File: config.mk
export PLATFORM = sky130hd
export DESIGN_NAME = sio_core
export DESIGN_NICKNAME = d
export VERILOG_FILES = /design/src/sio_core.v /design/src/sio_filter.v
export VERILOG_INCLUDE_DIRS = /design/src
export SDC_FILE = /design/constraint.sdc
export NUM_CORES = 1
export LEC_CHECK = 0
export BUFFER_PORTS_ARGS = -buffer_cell sky130_fd_sc_hd__buf_2
export CAP_MARGIN = 20
export CELL_PAD_IN_SITES_DETAIL_PLACEMENT = 0
export CELL_PAD_IN_SITES_GLOBAL_PLACEMENT = 1
export CORE_AREA = 3 3 149 151
export CTS_BUF_LIST = sky130_fd_sc_hd__clkbuf_8
export DETAILED_ROUTE_END_ITERATION = 16
export DIE_AREA = 0 0 152 154
export PLACE_DENSITY_LB_ADDON = 0.1
export SLEW_MARGIN = 10
export SYNTH_ARGS = -nofsm -noshare
export SYNTH_HDL_FRONTEND = slang
export SYNTH_HIERARCHICAL = 1
export SYNTH_SLANG_ARGS = --single-unit
File: constraint.sdc
create_clock -name i_sys_clk -period 2.1 [get_ports i_sys_clk]
set_input_delay 0.21 -clock i_sys_clk [delete_from_list [all_inputs] [get_ports i_sys_clk]]
set_output_delay 0.21 -clock i_sys_clk [all_outputs]
set_load 0.01 [all_outputs]
File: src/sio_map.vh
// Constants for the safety IO and reset output block
// Behaviour
// - Interrupt output pulses low on any interrupt event while pulses are enabled, else stays high
// - Interrupt mode and pulse length accepted only during init phase
// - Long interrupt pulse lasts at least 90 us, nominal 100 us
// - Short interrupt pulse lasts at least 20 us, nominal 25 us
// - Six pins all read and wake; only pins 4 and 5 can drive
// - Pins 4 and 5 as outputs drive an external low-side switch gate
// - Wake-up on rising edge, falling edge or change from recorded state
// - Wake-up input accepted only after stable for the filter time
// - Synchronised level of every pin is readable as status
// - Pins 0 and 1 as safety inputs monitor one external error pair
// - Pins 4 and 5 as safety inputs monitor one external error pair
// - Pins 2 and 3 monitor controller error pair, bi-stable protocol only
// - Pins 2 and 3 monitored only in watchdog running; non-normal is error
// - Fail-safe output goes low on any qualifying fault
// - Fail-safe output held low after power-on and low-power-off wake
// - Controller release request drives fail-safe output high
// - Reset output active low, open drain, external pull-up
// - Power-on or low-power-off exit uses the longest reset hold
// - Fault resets in normal operation hold 1.0 ms or 10 ms as set
// - Reset duration setting writable only in fail-safe init phase
`ifndef SIO_MAP_VH
`define SIO_MAP_VH
`define SIO_CLK_MHZ        200
`define SIO_INT_LONG_US    100
`define SIO_INT_SHORT_US   25
`define SIO_WAKE_FILT_US   70
`define SIO_RST_SHORT_US   1000
`define SIO_RST_MID_US     10000
`define SIO_RST_LONG_US    20000
// Cycle counts at the 200 MHz clock, sized to the counters
`define SIO_RST_SHORT_CYC  24'h030D40
`define SIO_RST_MID_CYC    24'h1E8480
`define SIO_RST_LONG_CYC   24'h3D0900
`define SIO_INT_LONG_CYC   24'h004E20
`define SIO_INT_SHORT_CYC  24'h001388
`define SIO_WAKE_FILT_CYC  16'h36B0
`define SIO_WAKE_RISE      2'h0
`define SIO_WAKE_FALL      2'h1
`define SIO_WAKE_CHANGE    2'h2
`define SIO_WAKE_OFF       2'h3
`define SIO_CNT_W          24
`endif

File: src/sio_core.v
// Safety IO, interrupt, fail-safe and reset output logic
`timescale 1ns/10ps
`include "sio_map.vh"
module sio_core #(
  parameter [23:0] P_RST_SHORT_CYC = `SIO_RST_SHORT_CYC,
  parameter [23:0] P_RST_MID_CYC   = `SIO_RST_MID_CYC,
  parameter [23:0] P_RST_LONG_CYC  = `SIO_RST_LONG_CYC,
  parameter [23:0] P_INT_LONG_CYC  = `SIO_INT_LONG_CYC,
  parameter [23:0] P_INT_SHORT_CYC = `SIO_INT_SHORT_CYC,
  parameter [15:0] P_WAKE_FILT_CYC = `SIO_WAKE_FILT_CYC
) (
  input  wire        i_sys_clk,
  input  wire        i_rst_n,
  input  wire [5:0]  i_io_pin,
  input  wire        i_low_power_off_state_wake,
  input  wire        i_init_phase,
  input  wire        i_wd_running,
  input  wire        i_cfg_we,
  input  wire        i_cfg_int_en,
  input  wire        i_cfg_int_long,
  input  wire        i_cfg_rst_long,
  input  wire [11:0] i_wake_mode,
  input  wire [2:0]  i_safety_en,
  input  wire [1:0]  i_out_en,
  input  wire [1:0]  i_out_val,
  input  wire        i_int_event,
  input  wire        i_fault_event,
  input  wire        i_reset_event,
  input  wire        i_fs_release,
  output reg  [5:0]  o_io_level,
  output reg  [5:0]  o_wake_flag,
  output reg  [2:0]  o_safety_err,
  output reg  [1:0]  o_gate_drv,
  output reg         o_interrupt_pulse_out_n,
  output reg         o_failsafe_out_n,
  output reg         o_reset_out_oe,
  output reg         o_reset_out_o
);
  reg  [5:0]  sync1_reg;
  reg  [5:0]  sync2_reg;
  wire [5:0]  filt;
  reg  [5:0]  prev_reg;
  reg  [5:0]  wake_hit;
  reg         int_en_reg;
  reg         int_long_reg;
  reg         rst_long_reg;
  reg  [23:0] int_cnt_reg;
  reg  [23:0] rst_cnt_reg;
  reg         boot_reg;
  reg  [2:0]  pair_err;
  reg  [2:0]  pair_err_reg;
  reg         lpwake_reg;
  reg  [2:0]  arm_reg;
  integer     k;

  // Wake decision for one pin and its mode
  function wake_fn;
    input [1:0] mode;
    input       now;
    input       prev;
    begin
      case (mode)
        `SIO_WAKE_RISE:   wake_fn = now & ~prev;
        `SIO_WAKE_FALL:   wake_fn = ~now & prev;
        `SIO_WAKE_CHANGE: wake_fn = now ^ prev;
        default:          wake_fn = 1'b0;
      endcase
    end
  endfunction

  // Pins straight from outside the clock domain
  always @(posedge i_sys_clk or negedge i_rst_n) begin
    if (!i_rst_n) begin
      sync1_reg <= 6'h00;
      sync2_reg <= 6'h00;
    end else begin
      sync1_reg <= i_io_pin;
      sync2_reg <= sync1_reg;
    end
  end

  genvar g;
  generate
    for (g = 0; g < 6; g = g + 1) begin : g_filt
      sio_filter #(
        .P_FILT_CYC (P_WAKE_FILT_CYC)
      ) u_filt (
        .i_sys_clk (i_sys_clk),
        .i_rst_n   (i_rst_n),
        .i_level   (sync2_reg[g]),
        .o_level   (filt[g])
      );
    end
  endgenerate

  always @* begin
    for (k = 0; k < 6; k = k + 1) begin
      wake_hit[k] = wake_fn(i_wake_mode[2*k +: 2], filt[k], prev_reg[k]);
    end
    // Pairs are complementary in normal phase; equal levels signal error
    pair_err[0] = i_safety_en[0] & (sync2_reg[0] == sync2_reg[1]);
    pair_err[2] = i_safety_en[2] & (sync2_reg[4] == sync2_reg[5]);
    // Bi-stable only; ignored outside watchdog running
    pair_err[1] = i_safety_en[1] & i_wd_running &
                  (sync2_reg[2] == sync2_reg[3]);
  end

  always @(posedge i_sys_clk or negedge i_rst_n) begin
    if (!i_rst_n) begin
      prev_reg     <= 6'h00;
      o_wake_flag  <= 6'h00;
      arm_reg      <= 3'h0;
      o_io_level   <= 6'h00;
      o_safety_err <= 3'h0;
      pair_err_reg <= 3'h0;
      o_gate_drv   <= 2'h0;
    end else begin
      prev_reg     <= filt;
      // Filters jump to the pin level after reset; that is no wake edge
      if (arm_reg != 3'h4) begin
        arm_reg     <= arm_reg + 3'h1;
        o_wake_flag <= 6'h00;
      end else begin
        o_wake_flag <= wake_hit;
      end
      o_io_level   <= sync2_reg;
      pair_err_reg <= pair_err;
      o_safety_err <= pair_err;
      // Only pins 4 and 5 own a driver
      o_gate_drv   <= i_out_en & i_out_val;
    end
  end

  // Init-only configuration; writes outside init are dropped
  always @(posedge i_sys_clk or negedge i_rst_n) begin
    if (!i_rst_n) begin
      int_en_reg   <= 1'b1;
      int_long_reg <= 1'b0;
      rst_long_reg <= 1'b0;
    end else if (i_cfg_we && i_init_phase) begin
      int_en_reg   <= i_cfg_int_en;
      int_long_reg <= i_cfg_int_long;
      rst_long_reg <= i_cfg_rst_long;
    end
  end

  // Interrupt pulse; a new event reloads the count
  always @(posedge i_sys_clk or negedge i_rst_n) begin
    if (!i_rst_n) begin
      int_cnt_reg             <= 24'h000000;
      o_interrupt_pulse_out_n <= 1'b1;
    end else if (i_int_event && int_en_reg) begin
      int_cnt_reg <= int_long_reg ? P_INT_LONG_CYC :
                     P_INT_SHORT_CYC;
      o_interrupt_pulse_out_n <= 1'b0;
    end else if (int_cnt_reg > 24'h000001) begin
      int_cnt_reg <= int_cnt_reg - 24'h000001;
    end else begin
      int_cnt_reg             <= 24'h000000;
      o_interrupt_pulse_out_n <= 1'b1;
    end
  end

  // Wake from low power off is an external level, synchronised
  reg lpw1_reg;
  always @(posedge i_sys_clk or negedge i_rst_n) begin
    if (!i_rst_n) begin
      lpw1_reg   <= 1'b0;
      lpwake_reg <= 1'b0;
    end else begin
      lpw1_reg   <= i_low_power_off_state_wake;
      lpwake_reg <= lpw1_reg;
    end
  end

  // Fail-safe output: low from reset, released only on request
  always @(posedge i_sys_clk or negedge i_rst_n) begin
    if (!i_rst_n) begin
      o_failsafe_out_n <= 1'b0;
    end else if (lpwake_reg) begin
      o_failsafe_out_n <= 1'b0;
    end else if (i_fault_event || (|pair_err_reg)) begin
      // Fault wins over a release in the same cycle
      o_failsafe_out_n <= 1'b0;
    end else if (i_fs_release) begin
      o_failsafe_out_n <= 1'b1;
    end
  end

  // Reset output, open drain: only ever pulls low
  always @(posedge i_sys_clk or negedge i_rst_n) begin
    if (!i_rst_n) begin
      boot_reg       <= 1'b1;
      rst_cnt_reg    <= 24'h000000;
      o_reset_out_oe <= 1'b1;
      o_reset_out_o  <= 1'b0;
    end else begin
      o_reset_out_o <= 1'b0;
      if (boot_reg || lpwake_reg) begin
        boot_reg       <= 1'b0;
        rst_cnt_reg    <= P_RST_LONG_CYC;
        o_reset_out_oe <= 1'b1;
      end else if (i_reset_event) begin
        rst_cnt_reg <= rst_long_reg ? P_RST_MID_CYC :
                       P_RST_SHORT_CYC;
        o_reset_out_oe <= 1'b1;
      end else if (rst_cnt_reg > 24'h000001) begin
        rst_cnt_reg <= rst_cnt_reg - 24'h000001;
      end else begin
        rst_cnt_reg    <= 24'h000000;
        o_reset_out_oe <= 1'b0;
      end
    end
  end
endmodule

File: src/sio_filter.v
// Stability filter for one synchronised pin
`timescale 1ns/10ps
module sio_filter #(
  parameter [15:0] P_FILT_CYC = 16'h36B0
) (
  input  wire i_sys_clk,
  input  wire i_rst_n,
  input  wire i_level,
  output reg  o_level
);
  reg [15:0] cnt_reg;
  reg [1:0]  prime_reg;
  always @(posedge i_sys_clk or negedge i_rst_n) begin
    if (!i_rst_n) begin
      cnt_reg   <= 16'h0000;
      prime_reg <= 2'h0;
      o_level   <= 1'b0;
    end else if (prime_reg != 2'h3) begin
      // Follow the pin until the synchroniser has filled after reset
      prime_reg <= prime_reg + 2'h1;
      o_level   <= i_level;
      cnt_reg   <= 16'h0000;
    end else if (i_level == o_level) begin
      cnt_reg <= 16'h0000;
    end else if (cnt_reg >= P_FILT_CYC - 16'h0001) begin
      // Accept only after the level held for the full window
      o_level <= i_level;
      cnt_reg <= 16'h0000;
    end else begin
      cnt_reg <= cnt_reg + 16'h0001;
    end
  end
endmodule

==> flow_summary.json, run 1 <==
{
  "multiInputGateArea_um2": 4140,
  "critPathRequiredTime_ns": 2.50,
  "clk_pin_slew_ns": 0.06,
  "ys_types": 53,
  "p_switching_mw": 2.50,
  "fin_ws_ns": -0.266,
  "final_cell_mix": "dfrtp_1, nor2_1, xor2_1, buf_2, clkbuf_8",
  "ys_seq_elements": 209,
  "io_pins": 59,
  "overflow": 0,
  "drc": 0,
  "grt_pass1_vias": 7112,
  "cts_sinks": 209,
  "die_h_um": 154,
  "end_kind": "flop",
  "dp_hpwl_um": 13200,
  "mostFrequentLayoutCell": "dfrtp_1",
  "tightest_slew_ns": 0.610,
  "yosysWarningCount": 6,
  "start_util": 0.457,
  "antenna_left": 0,
  "critPathKind": "flop to flop",
  "syn_area_per_cell_um2": 10.9,
  "wl_um": 19500,
  "critPathLaunchType": "flop",
  "combPwrFrac": 0.117,
  "cts_buffer_depth": 3,
  "p_clk_frac": 0.419,
  "power.internal_mw": 7.12,
  "worstPathCellList": "or4_4 > or4_4 > or4_4 > a21boi_1 > o21a_1",
  "slew_headroom": 0.592,
  "drt-initial-drc-count": 302,
  "largest_reg_flops": 96,
  "max_cap_viol_count": 0,
  "power_density_nw_per_um2": 835,
  "vias_per_cell": 5.10,
  "arrival_ns": 2.77,
  "status": "finished, violations left",
  "synth_area_leaders": "dfrtp_1, xor2_1, nor2_1",
  "netlist.area_leader.share": 0.535,
  "ir_drop_mv": 0.408,
  "slew_viol_final": 0,
  "critPathMaxStageDelay_ns": 0.57,
  "seq_area_frac_synth": 0.546,
  "setup-tns-final_ns": -4.94,
  "synthToLayoutAreaGrowth_pct": 20.3,
  "p_leak_nw": 5.17,
  "grt_pass1_wl_um": 34000,
  "fin_skew_ns": 0.0185,
  "synth_edf_count": 0,
  "die_w_um": 152,
  "n_fill_cell": 1896,
  "grt_usage": 0.171,
  "core_area_um2": 21000,
  "wire_per_inst_um": 14.7,
  "vias": 6770,
  "synth_area_um2": 9580,
  "synthArstFlopShare": 1.00,
  "fin_util": 0.550,
  "row_count": 53,
  "layout-drive-gt1-share": 0.213,
  "n_antenna_cell": 0,
  "nets": 1091,
  "first_pass_iters": 4,
  "synth_cells": 876,
  "place.gp.congestion": 0.797,
  "grt_max_degree": 54,
  "hold_path.class": "input pin to flop",
  "power.total_mw": 9.62,
  "setup_violations": 24,
  "antenna_found_initial": 0,
  "dp_cells": 1229,
  "rsz0062_at_grt": "true",
  "die_area_um2": 23400,
  "cp_common_cell": "or4_4",
  "finalHoldViolCount": 0,
  "violations": "setup timing",
  "stdcell_count": 1327,
  "cts_tree": "done",
  "path_max_fanout": 7,
  "htree_levels": 2,
  "timing.fmax_ghz": 0.423,
  "swShare": 0.260,
  "seq_area_um2": 5240,
  "synth_ff_type": "dfrtp_1",
  "numPortBuffers": 57,
  "slowest_stage": "or4_4",
  "root_buffer": "clkbuf_8",
  "share_seq_of_total_power": 0.463,
  "numCtsBuffers": 38,
  "period_share": 1.13,
  "period_needed_ns": 2.37,
  "clock_latency_ns": 0.52,
  "yosys.area.top_type": "dfrtp_1"
}
## per-stage QoR
stage,hold slack [ns],area [um^2],setup WS [ns]
after floorplan,-0.0856,9610,-0.254
after global placement,0.201,10400,-0.237
after detailed placement,0.212,10400,-0.341
after global routing,0.0388,11500,-0.312
after CTS,0.00881,11500,-0.260
final,0.0482,11500,-0.266
## layout make-up
cell class | count | area share
sequential | 209 | 0.454
multi-input combinational | 624 | 0.360
timing repair buffer | 120 | 0.0755
clock buffer | 49 | 0.0585
inverter | 30 | 0.00977
tap | 275 | 0.0299
clock inverter | 20 | 0.0125
## cell families (layout without fill, tap and decap cells)
group,count (synthesis),after routing,share of synthesized area
XOR/XNOR,115,115,0.105
other,7,14,0.00274
multiplexers,16,16,0.0187
buffers and inverters,50,219,0.0311
AO/OA/AOI/OAI,88,88,0.0623
adder cells (fa/ha/maj),30,30,0.0392
AND/OR/NAND/NOR,361,361,0.195
flip-flops,209,209,0.546
## timing repair
action                                  CTS  global route
pin swaps                                 4             0
setup buffers                             1             2
hold buffers                             26             0
gates resized for setup                  10             8
hold endpoints to repair                 69             0
endpoints found under the setup margin   24            31
## worst max-delay path, delay by kind of cell (launching register included)
kind	cells	cell delay, ns
AND/OR/NAND/NOR	3	1.54
AO/OA/AOI/OAI	2	0.32
flip-flops	1	0.39
## worst paths after layout
kind | from | cells after the start | to | slack (ns)
min in group asynchronous | i_rst_n | 2 | g_filt[3].u_filt/cnt_reg[11]$_DFF_PN0_ | 0.23
worst min-delay path | i_wake_mode[1] | 4 | o_wake_flag[0]$_DFF_PN0_ | 0.05
max in group asynchronous | i_rst_n | 3 | o_interrupt_pulse_out_n$_DFFE_PN1P_ | 1.21
worst max-delay path | rst_cnt_reg[19]$_DFF_PN0_ | 5 | rst_cnt_reg[7]$_DFF_PN0_ | -0.27
worst max register to register | rst_cnt_reg[19]$_DFF_PN0_ | 5 | rst_cnt_reg[7]$_DFF_PN0_ | -0.27
worst min register to register | sync1_reg[1]$_DFF_PN0_ | 0 | sync2_reg[1]$_DFF_PN0_ | 0.35
## power groups by stage
stage                     logic (mW)  clock network (mW)  registers (mW)
after floorplan                0.624                   0            4.50
after global placement          1.05                   0            4.51
after detailed placement        1.08                   0            4.52
after CTS                       1.13                4.21            4.45
after global routing            1.27                4.40            4.49
final                           1.13                4.03            4.46
## per-layer routing
| layer | routed length (um) | track usage |
|---|---|---|
| met2 | 9460 | 0.281 |
| met3 | 736 | 0.0329 |
| met4 | 407 | 0.0616 |
| met1 | 8850 | 0.226 |
| met5 | 0 | 0 |
## Yosys cell counts (5+ instances only)
| cell | number |
|---|---|
| o21ai_0 | 18 |
| inv_1 | 30 |
| nand4_1 | 27 |
| nor2_1 | 148 |
| xnor2_1 | 42 |
| nor2b_1 | 6 |
| and2_1 | 5 |
| o21ai_1 | 7 |
| buf_6 | 14 |
| and2_2 | 6 |
| nor4b_1 | 6 |
| a311o_1 | 6 |
| and4_1 | 12 |
| xor2_1 | 73 |
| and3_1 | 8 |
| mux2_2 | 15 |
| ha_1 | 30 |
| or2_2 | 8 |
| nand3_1 | 42 |
| nand2_1 | 33 |
| o211ai_2 | 6 |
| o31ai_1 | 5 |
| and3_2 | 6 |
| and4_2 | 6 |
| conb_1 | 7 |
| a21oi_1 | 16 |
| nor4_1 | 14 |
| dfrtp_1 | 205 |
| a31oi_1 | 11 |
| a41oi_1 | 6 |
| or4_1 | 5 |
| nor3_1 | 14 |
No activity file was read; power rests on OpenSTA's default activity.
==> inputs of run 2 (changes only) <==
Settings changed: CORE_AREA 3 3 149 151 to 2 2 148 150, DIE_AREA 0 0 152 154 to 0 0 150 152.
==> run 2 against run 1 <==
  * Highest routed layer unchanged
  * Power down 1.8%
  * Largest power group unchanged
  * Wire length is 1.6% lower
  * Sequential power about the same
  * The flow still finishes with violations (setup timing)
  * Global-route usage increased by 0.37 points
  * Final area decreased by 0.43%
  * Critical path depth unchanged
  * Largest cell class unchanged
  * Die area decreased by 2.6%
  * Worst setup slack better by 0.010 ns
==> flow_summary.json, run 2 (synthesized netlist as in run 1, its figures left out) <==
{
  "layout-drive-gt1-share": 0.207,
  "start_util": 0.449,
  "io_pins": 59,
  "whs_ns": 0.0453,
  "die_h_um": 152,
  "vias": 6811,
  "numPortBuffers": 57,
  "wl_um": 19100,
  "use_met2": 0.280,
  "fin_skew_ns": 0.0207,
  "slew_viol_final": 0,
  "nets": 1086,
  "cp_common_cell": "or4_4",
  "dpl-instance-area_um2": 10300,
  "period_needed_ns": 2.36,
  "grt_use_met3": 0.0369,
  "setup_violations": 24,
  "root_buffer": "clkbuf_8",
  "synthToLayoutAreaGrowth_pct": 19.7,
  "mostFrequentLayoutCell": "dfrtp_1",
  "numCtsBuffers": 39,
  "n_antenna_cell": 0,
  "dp_hpwl_um": 13100,
  "period_share": 1.12,
  "cp_num_buf_inv": 0,
  "critPathMaxStageDelay_ns": 0.57,
  "fin_util": 0.537,
  "crit_family": "simple AND/OR/NAND/NOR gates",
  "drc": 0,
  "clock_latency_ns": 0.53,
  "ir_drop_mv": 0.467,
  "setup-tns-final_ns": -4.87,
  "die_w_um": 150,
  "final_cell_mix": "dfrtp_1, nor2_1, xor2_1, buf_2, clkbuf_8",
  "grt_pass1_vias": 6933,
  "whs_path_depth": 3,
  "hold_path.class": "input pin to flop",
  "design_area_um2": 11500,
  "grt_pass1_wl_um": 32700,
  "slew_headroom": 0.586,
  "stdcell_count": 1328,
  "row_count": 54,
  "n_fill_cell": 1938,
  "worstPathCellList": "or4_4 > or4_4 > or4_4 > a21boi_1 > o21a_1",
  "cts_tree": "done",
  "finalHoldViolCount": 0,
  "cts_buffer_depth": 3,
  "place.gp.congestion": 0.797,
  "path_max_fanout": 7,
  "antenna_left": 0,
  "vias_per_cell": 5.13,
  "violations": "setup timing",
  "p_leak_nw": 5.15,
  "clk_pin_slew_ns": 0.06,
  "timing.fmax_ghz": 0.424,
  "critPathLaunchType": "flop",
  "htree_levels": 2,
  "fin_ws_ns": -0.256,
  "overflow": 0,
  "die_area_um2": 22800,
  "wire_per_inst_um": 14.4,
  "grt_max_degree": 58,
  "grt_usage": 0.174,
  "reg2regPathDepth": 5,
  "largest_reg_flops": 96,
  "critPathRequiredTime_ns": 2.51,
  "use_met1": 0.233,
  "core_area_um2": 21400,
  "top_usage_layer": "met2",
  "status": "finished, violations left",
  "end_kind": "flop",
  "drt-initial-drc-count": 321,
  "power_density_nw_per_um2": 824,
  "rsz0062_at_grt": "true",
  "max_cap_viol_count": 0,
  "cts_sinks": 209,
  "arrival_ns": 2.77,
  "slowest_stage": "or4_4",
  "path_depth": 5,
  "dp_cells": 1230,
  "critPathKind": "flop to flop",
  "first_pass_iters": 4,
  "antenna_found_initial": 0,
  "tightest_slew_ns": 0.619
}
run 2: cell count changes in the layout (fill, tap and decap cells not counted), moves of 5 or more:
cell,previous run,this run
buf_4,34,29
clkinv_2,7,2
inv_1,39,45
clkbuf_8,50,55
run 2: where the power goes:
group	switching, mW	internal (mW)	leakage, nW
logic	0.594	0.488	2.02
registers	0.219	4.25	2.66
clock network	1.63	2.27	0.476
run 2: worst register-to-register path, cell delays in order (launching register included):
cell and delay, ns:
dfrtp_1 0.38, or4_4 0.54, or4_4 0.43, or4_4 0.57, a21boi_1 0.16, o21a_1 0.17
run 2: final timing paths:
check	start	slack, ns	to
setup / recovery	rst_cnt_reg[19]$_DFF_PN0_	-0.26	rst_cnt_reg[7]$_DFF_PN0_
hold / removal	i_wake_mode[10]	0.05	o_wake_flag[5]$_DFF_PN0_
setup reg to reg	rst_cnt_reg[19]$_DFF_PN0_	-0.26	rst_cnt_reg[7]$_DFF_PN0_
hold reg to reg	sync1_reg[5]$_DFF_PN0_	0.34	sync2_reg[5]$_DFF_PN0_
max in group asynchronous	i_rst_n	1.19	g_filt[2].u_filt/cnt_reg[1]$_DFF_PN0_
min in group asynchronous	i_rst_n	0.23	g_filt[3].u_filt/cnt_reg[2]$_DFF_PN0_
run 2: timing repair:
action	in CTS	in global routing
cloned	0	0
buffers inserted	1	1
hold endpoints to repair	74	0
hold buffers	25	0
pin swaps	5	0
gates resized for setup	14	7
endpoints found under the setup margin	24	30
run 2: per-layer routing:
metal  up-vias  routed length, um
met4         0                432
li1       3312                  -
met5         -                  0
met2       120               9160
met1      3341               8800
met3        38                753
run 2: through the flow:
step	setup slack (ns)	total power, mW
floorplan	-0.254	5.12
global placement	-0.250	5.52
detailed placement	-0.281	5.57
CTS	-0.260	9.61
global route	-0.316	9.98
finish	-0.256	9.45
run 2: area by class of cell:
type | count | area [um^2] | area share
Multi-Input combinational cell | 624 | 4140 | 0.361
Clock buffer | 54 | 743 | 0.0648
Clock inverter | 17 | 66.3 | 0.00578
Timing Repair Buffer | 114 | 822 | 0.0716
Inverter | 30 | 113 | 0.00981
Tap cell | 280 | 350 | 0.0305
Sequential cell | 209 | 5240 | 0.456
==> inputs of run 3 (changes only) <==
Settings changed: CORE_AREA 2 2 148 150 to 2 2 151 153, CTS_BUF_LIST sky130_fd_sc_hd__clkbuf_8 to default, DIE_AREA 0 0 150 152 to 0 0 153 155.
==> run 3 against run 2 <==
  * The run still ends with setup timing left
  * Sequential cell count did not move
  * Sequential share of layout area is essentially flat
  * Worst hold slack lost 0.011 ns
  * Register-to-register slack barely moved
  * Final cell count down 1.8%
  * Final area about the same
  * Power grew 5.1%
  * Core utilization shrank 2.1 points
==> flow_summary.json, run 3 (synthesized netlist as in run 1, its figures left out) <==
{
  "status": "finished, violations left",
  "violations": "setup timing",
  "whs_path_depth": 3,
  "vias_per_cell": 5.16,
  "grt_pass1_vias": 6894,
  "cp_num_buf_inv": 0,
  "place.gp.congestion": 0.761,
  "cts_sinks": 209,
  "drc": 0,
  "drt-initial-drc-count": 190,
  "slew_headroom": 0.570,
  "critPathKind": "flop to flop",
  "layout-drive-gt1-share": 0.193,
  "path_max_fanout": 7,
  "tightest_slew_ns": 0.644,
  "critPathLaunchType": "flop",
  "slew_viol_final": 0,
  "max_cap_viol_count": 0,
  "cts_buffer_depth": 3,
  "clk_pin_slew_ns": 0.06,
  "antenna_found_initial": 0,
  "overflow": 0,
  "synthToLayoutAreaGrowth_pct": 19.7,
  "power.total_mw": 9.93,
  "period_share": 1.12,
  "antenna_left": 0,
  "post-place-ws_ns": -0.286,
  "root_buffer": "clkbuf_16",
  "finalHoldViolCount": 0,
  "stdcell_count": 1304,
  "reg2regPathDepth": 5,
  "dp_hpwl_um": 13100,
  "wl_um": 18800,
  "critPathMaxStageDelay_ns": 0.57,
  "final_cell_mix": "dfrtp_1, nor2_1, xor2_1, buf_2",
  "core_area_um2": 22200,
  "largest_reg_flops": 96,
  "grt_usage": 0.162,
  "slowest_stage": "or4_4",
  "fin_skew_ns": 0.00697,
  "fin_ws_ns": -0.251,
  "grt_max_degree": 67,
  "io_pins": 59,
  "start_util": 0.431,
  "row_count": 55,
  "r2r_start": "rst_cnt_reg[19]$_DFF_PN0_",
  "arrival_ns": 2.75,
  "grt_pass1_wl_um": 32700,
  "rsz0062_at_grt": "true",
  "hold_path.class": "input pin to flop",
  "die_area_um2": 23700,
  "dp_cells": 1236,
  "clock_latency_ns": 0.50,
  "period_needed_ns": 2.35,
  "cts_tree": "done",
  "end_kind": "flop",
  "critPathRequiredTime_ns": 2.50,
  "die_h_um": 155,
  "wire_per_inst_um": 14.4,
  "ir_drop_mv": 0.529,
  "dpl-instance-area_um2": 10300,
  "design_area_um2": 11500,
  "vias": 6734,
  "nets": 1069,
  "mostFrequentLayoutCell": "dfrtp_1",
  "first_pass_iters": 5,
  "numPortBuffers": 57,
  "cp_common_cell": "or4_4",
  "path_depth": 5,
  "setup_violations": 24,
  "hold_path.startpoint": "i_wake_mode[2]",
  "numCtsBuffers": 24,
  "power_density_nw_per_um2": 866,
  "p_leak_nw": 5.09,
  "crit_family": "simple AND/OR/NAND/NOR gates",
  "critPathLaunch": "rst_cnt_reg[19]$_DFF_PN0_",
  "n_antenna_cell": 0,
  "whs_ns": 0.0343,
  "timing.fmax_ghz": 0.425,
  "die_w_um": 153,
  "worstPathCellList": "or4_4 > or4_4 > or4_4 > a21boi_1 > o21a_1",
  "htree_levels": 1
}
==> run 3: power by group <==
group | switching [mW] | internal, mW | total (mW)
Clock | 1.59 | 2.80 | 4.39
Sequential | 0.215 | 4.25 | 4.47
Combinational | 0.591 | 0.481 | 1.07
==> run 3: metal layers <==
layer | share of wire | track usage | vias to the layer above
met5 | 0 | 0 | -
met4 | 0.014 | 0.0348 | 0
met3 | 0.027 | 0.0209 | 16
met2 | 0.48 | 0.273 | 97
met1 | 0.48 | 0.227 | 3345
li1 | - | - | 3276
==> run 3: layout make-up <==
cell class	count	area [um^2]
clock inverter	12	163
clock buffer	32	692
tap	285	357
multi-input combinational	624	4120
fill	2015	10800
timing repair buffer	112	790
inverter	30	113
sequential	209	5240
==> run 3: per-stage QoR <==
step	util	setup TNS, ns
4_1_cts	0.515	-4.27
2_1_floorplan	-	-4.61
3_3_place_gp	0.465	-4.52
3_5_place_dp	0.465	-5.46
6_report	0.516	-4.46
5_1_grt	0.516	-5.65
==> run 3: tightest hold or removal path, cell delays in order <==
cell and delay, ns:
buf_2 0.12, a31oi_1 0.08, nor2_1 0.08
==> run 3: final timing paths <==
path / end / slack [ns]
max: rst_cnt_reg[7]$_DFF_PN0_ / -0.25
min in group asynchronous: pair_err_reg[0]$_DFF_PN0_ / 0.23
min reg2reg: sync2_reg[3]$_DFF_PN0_ / 0.35
max reg2reg: rst_cnt_reg[7]$_DFF_PN0_ / -0.25
min: o_wake_flag[1]$_DFF_PN0_ / 0.03
max in group asynchronous: g_filt[2].u_filt/cnt_reg[2]$_DFF_PN0_ / 1.11
==> run 3: timing repair <==
item,CTS,global route
setup buffers,1,0
pin swaps,7,0
hold buffers,23,0
hold endpoints to repair,65,0
resized for setup,12,5
endpoints found under the setup margin,24,32
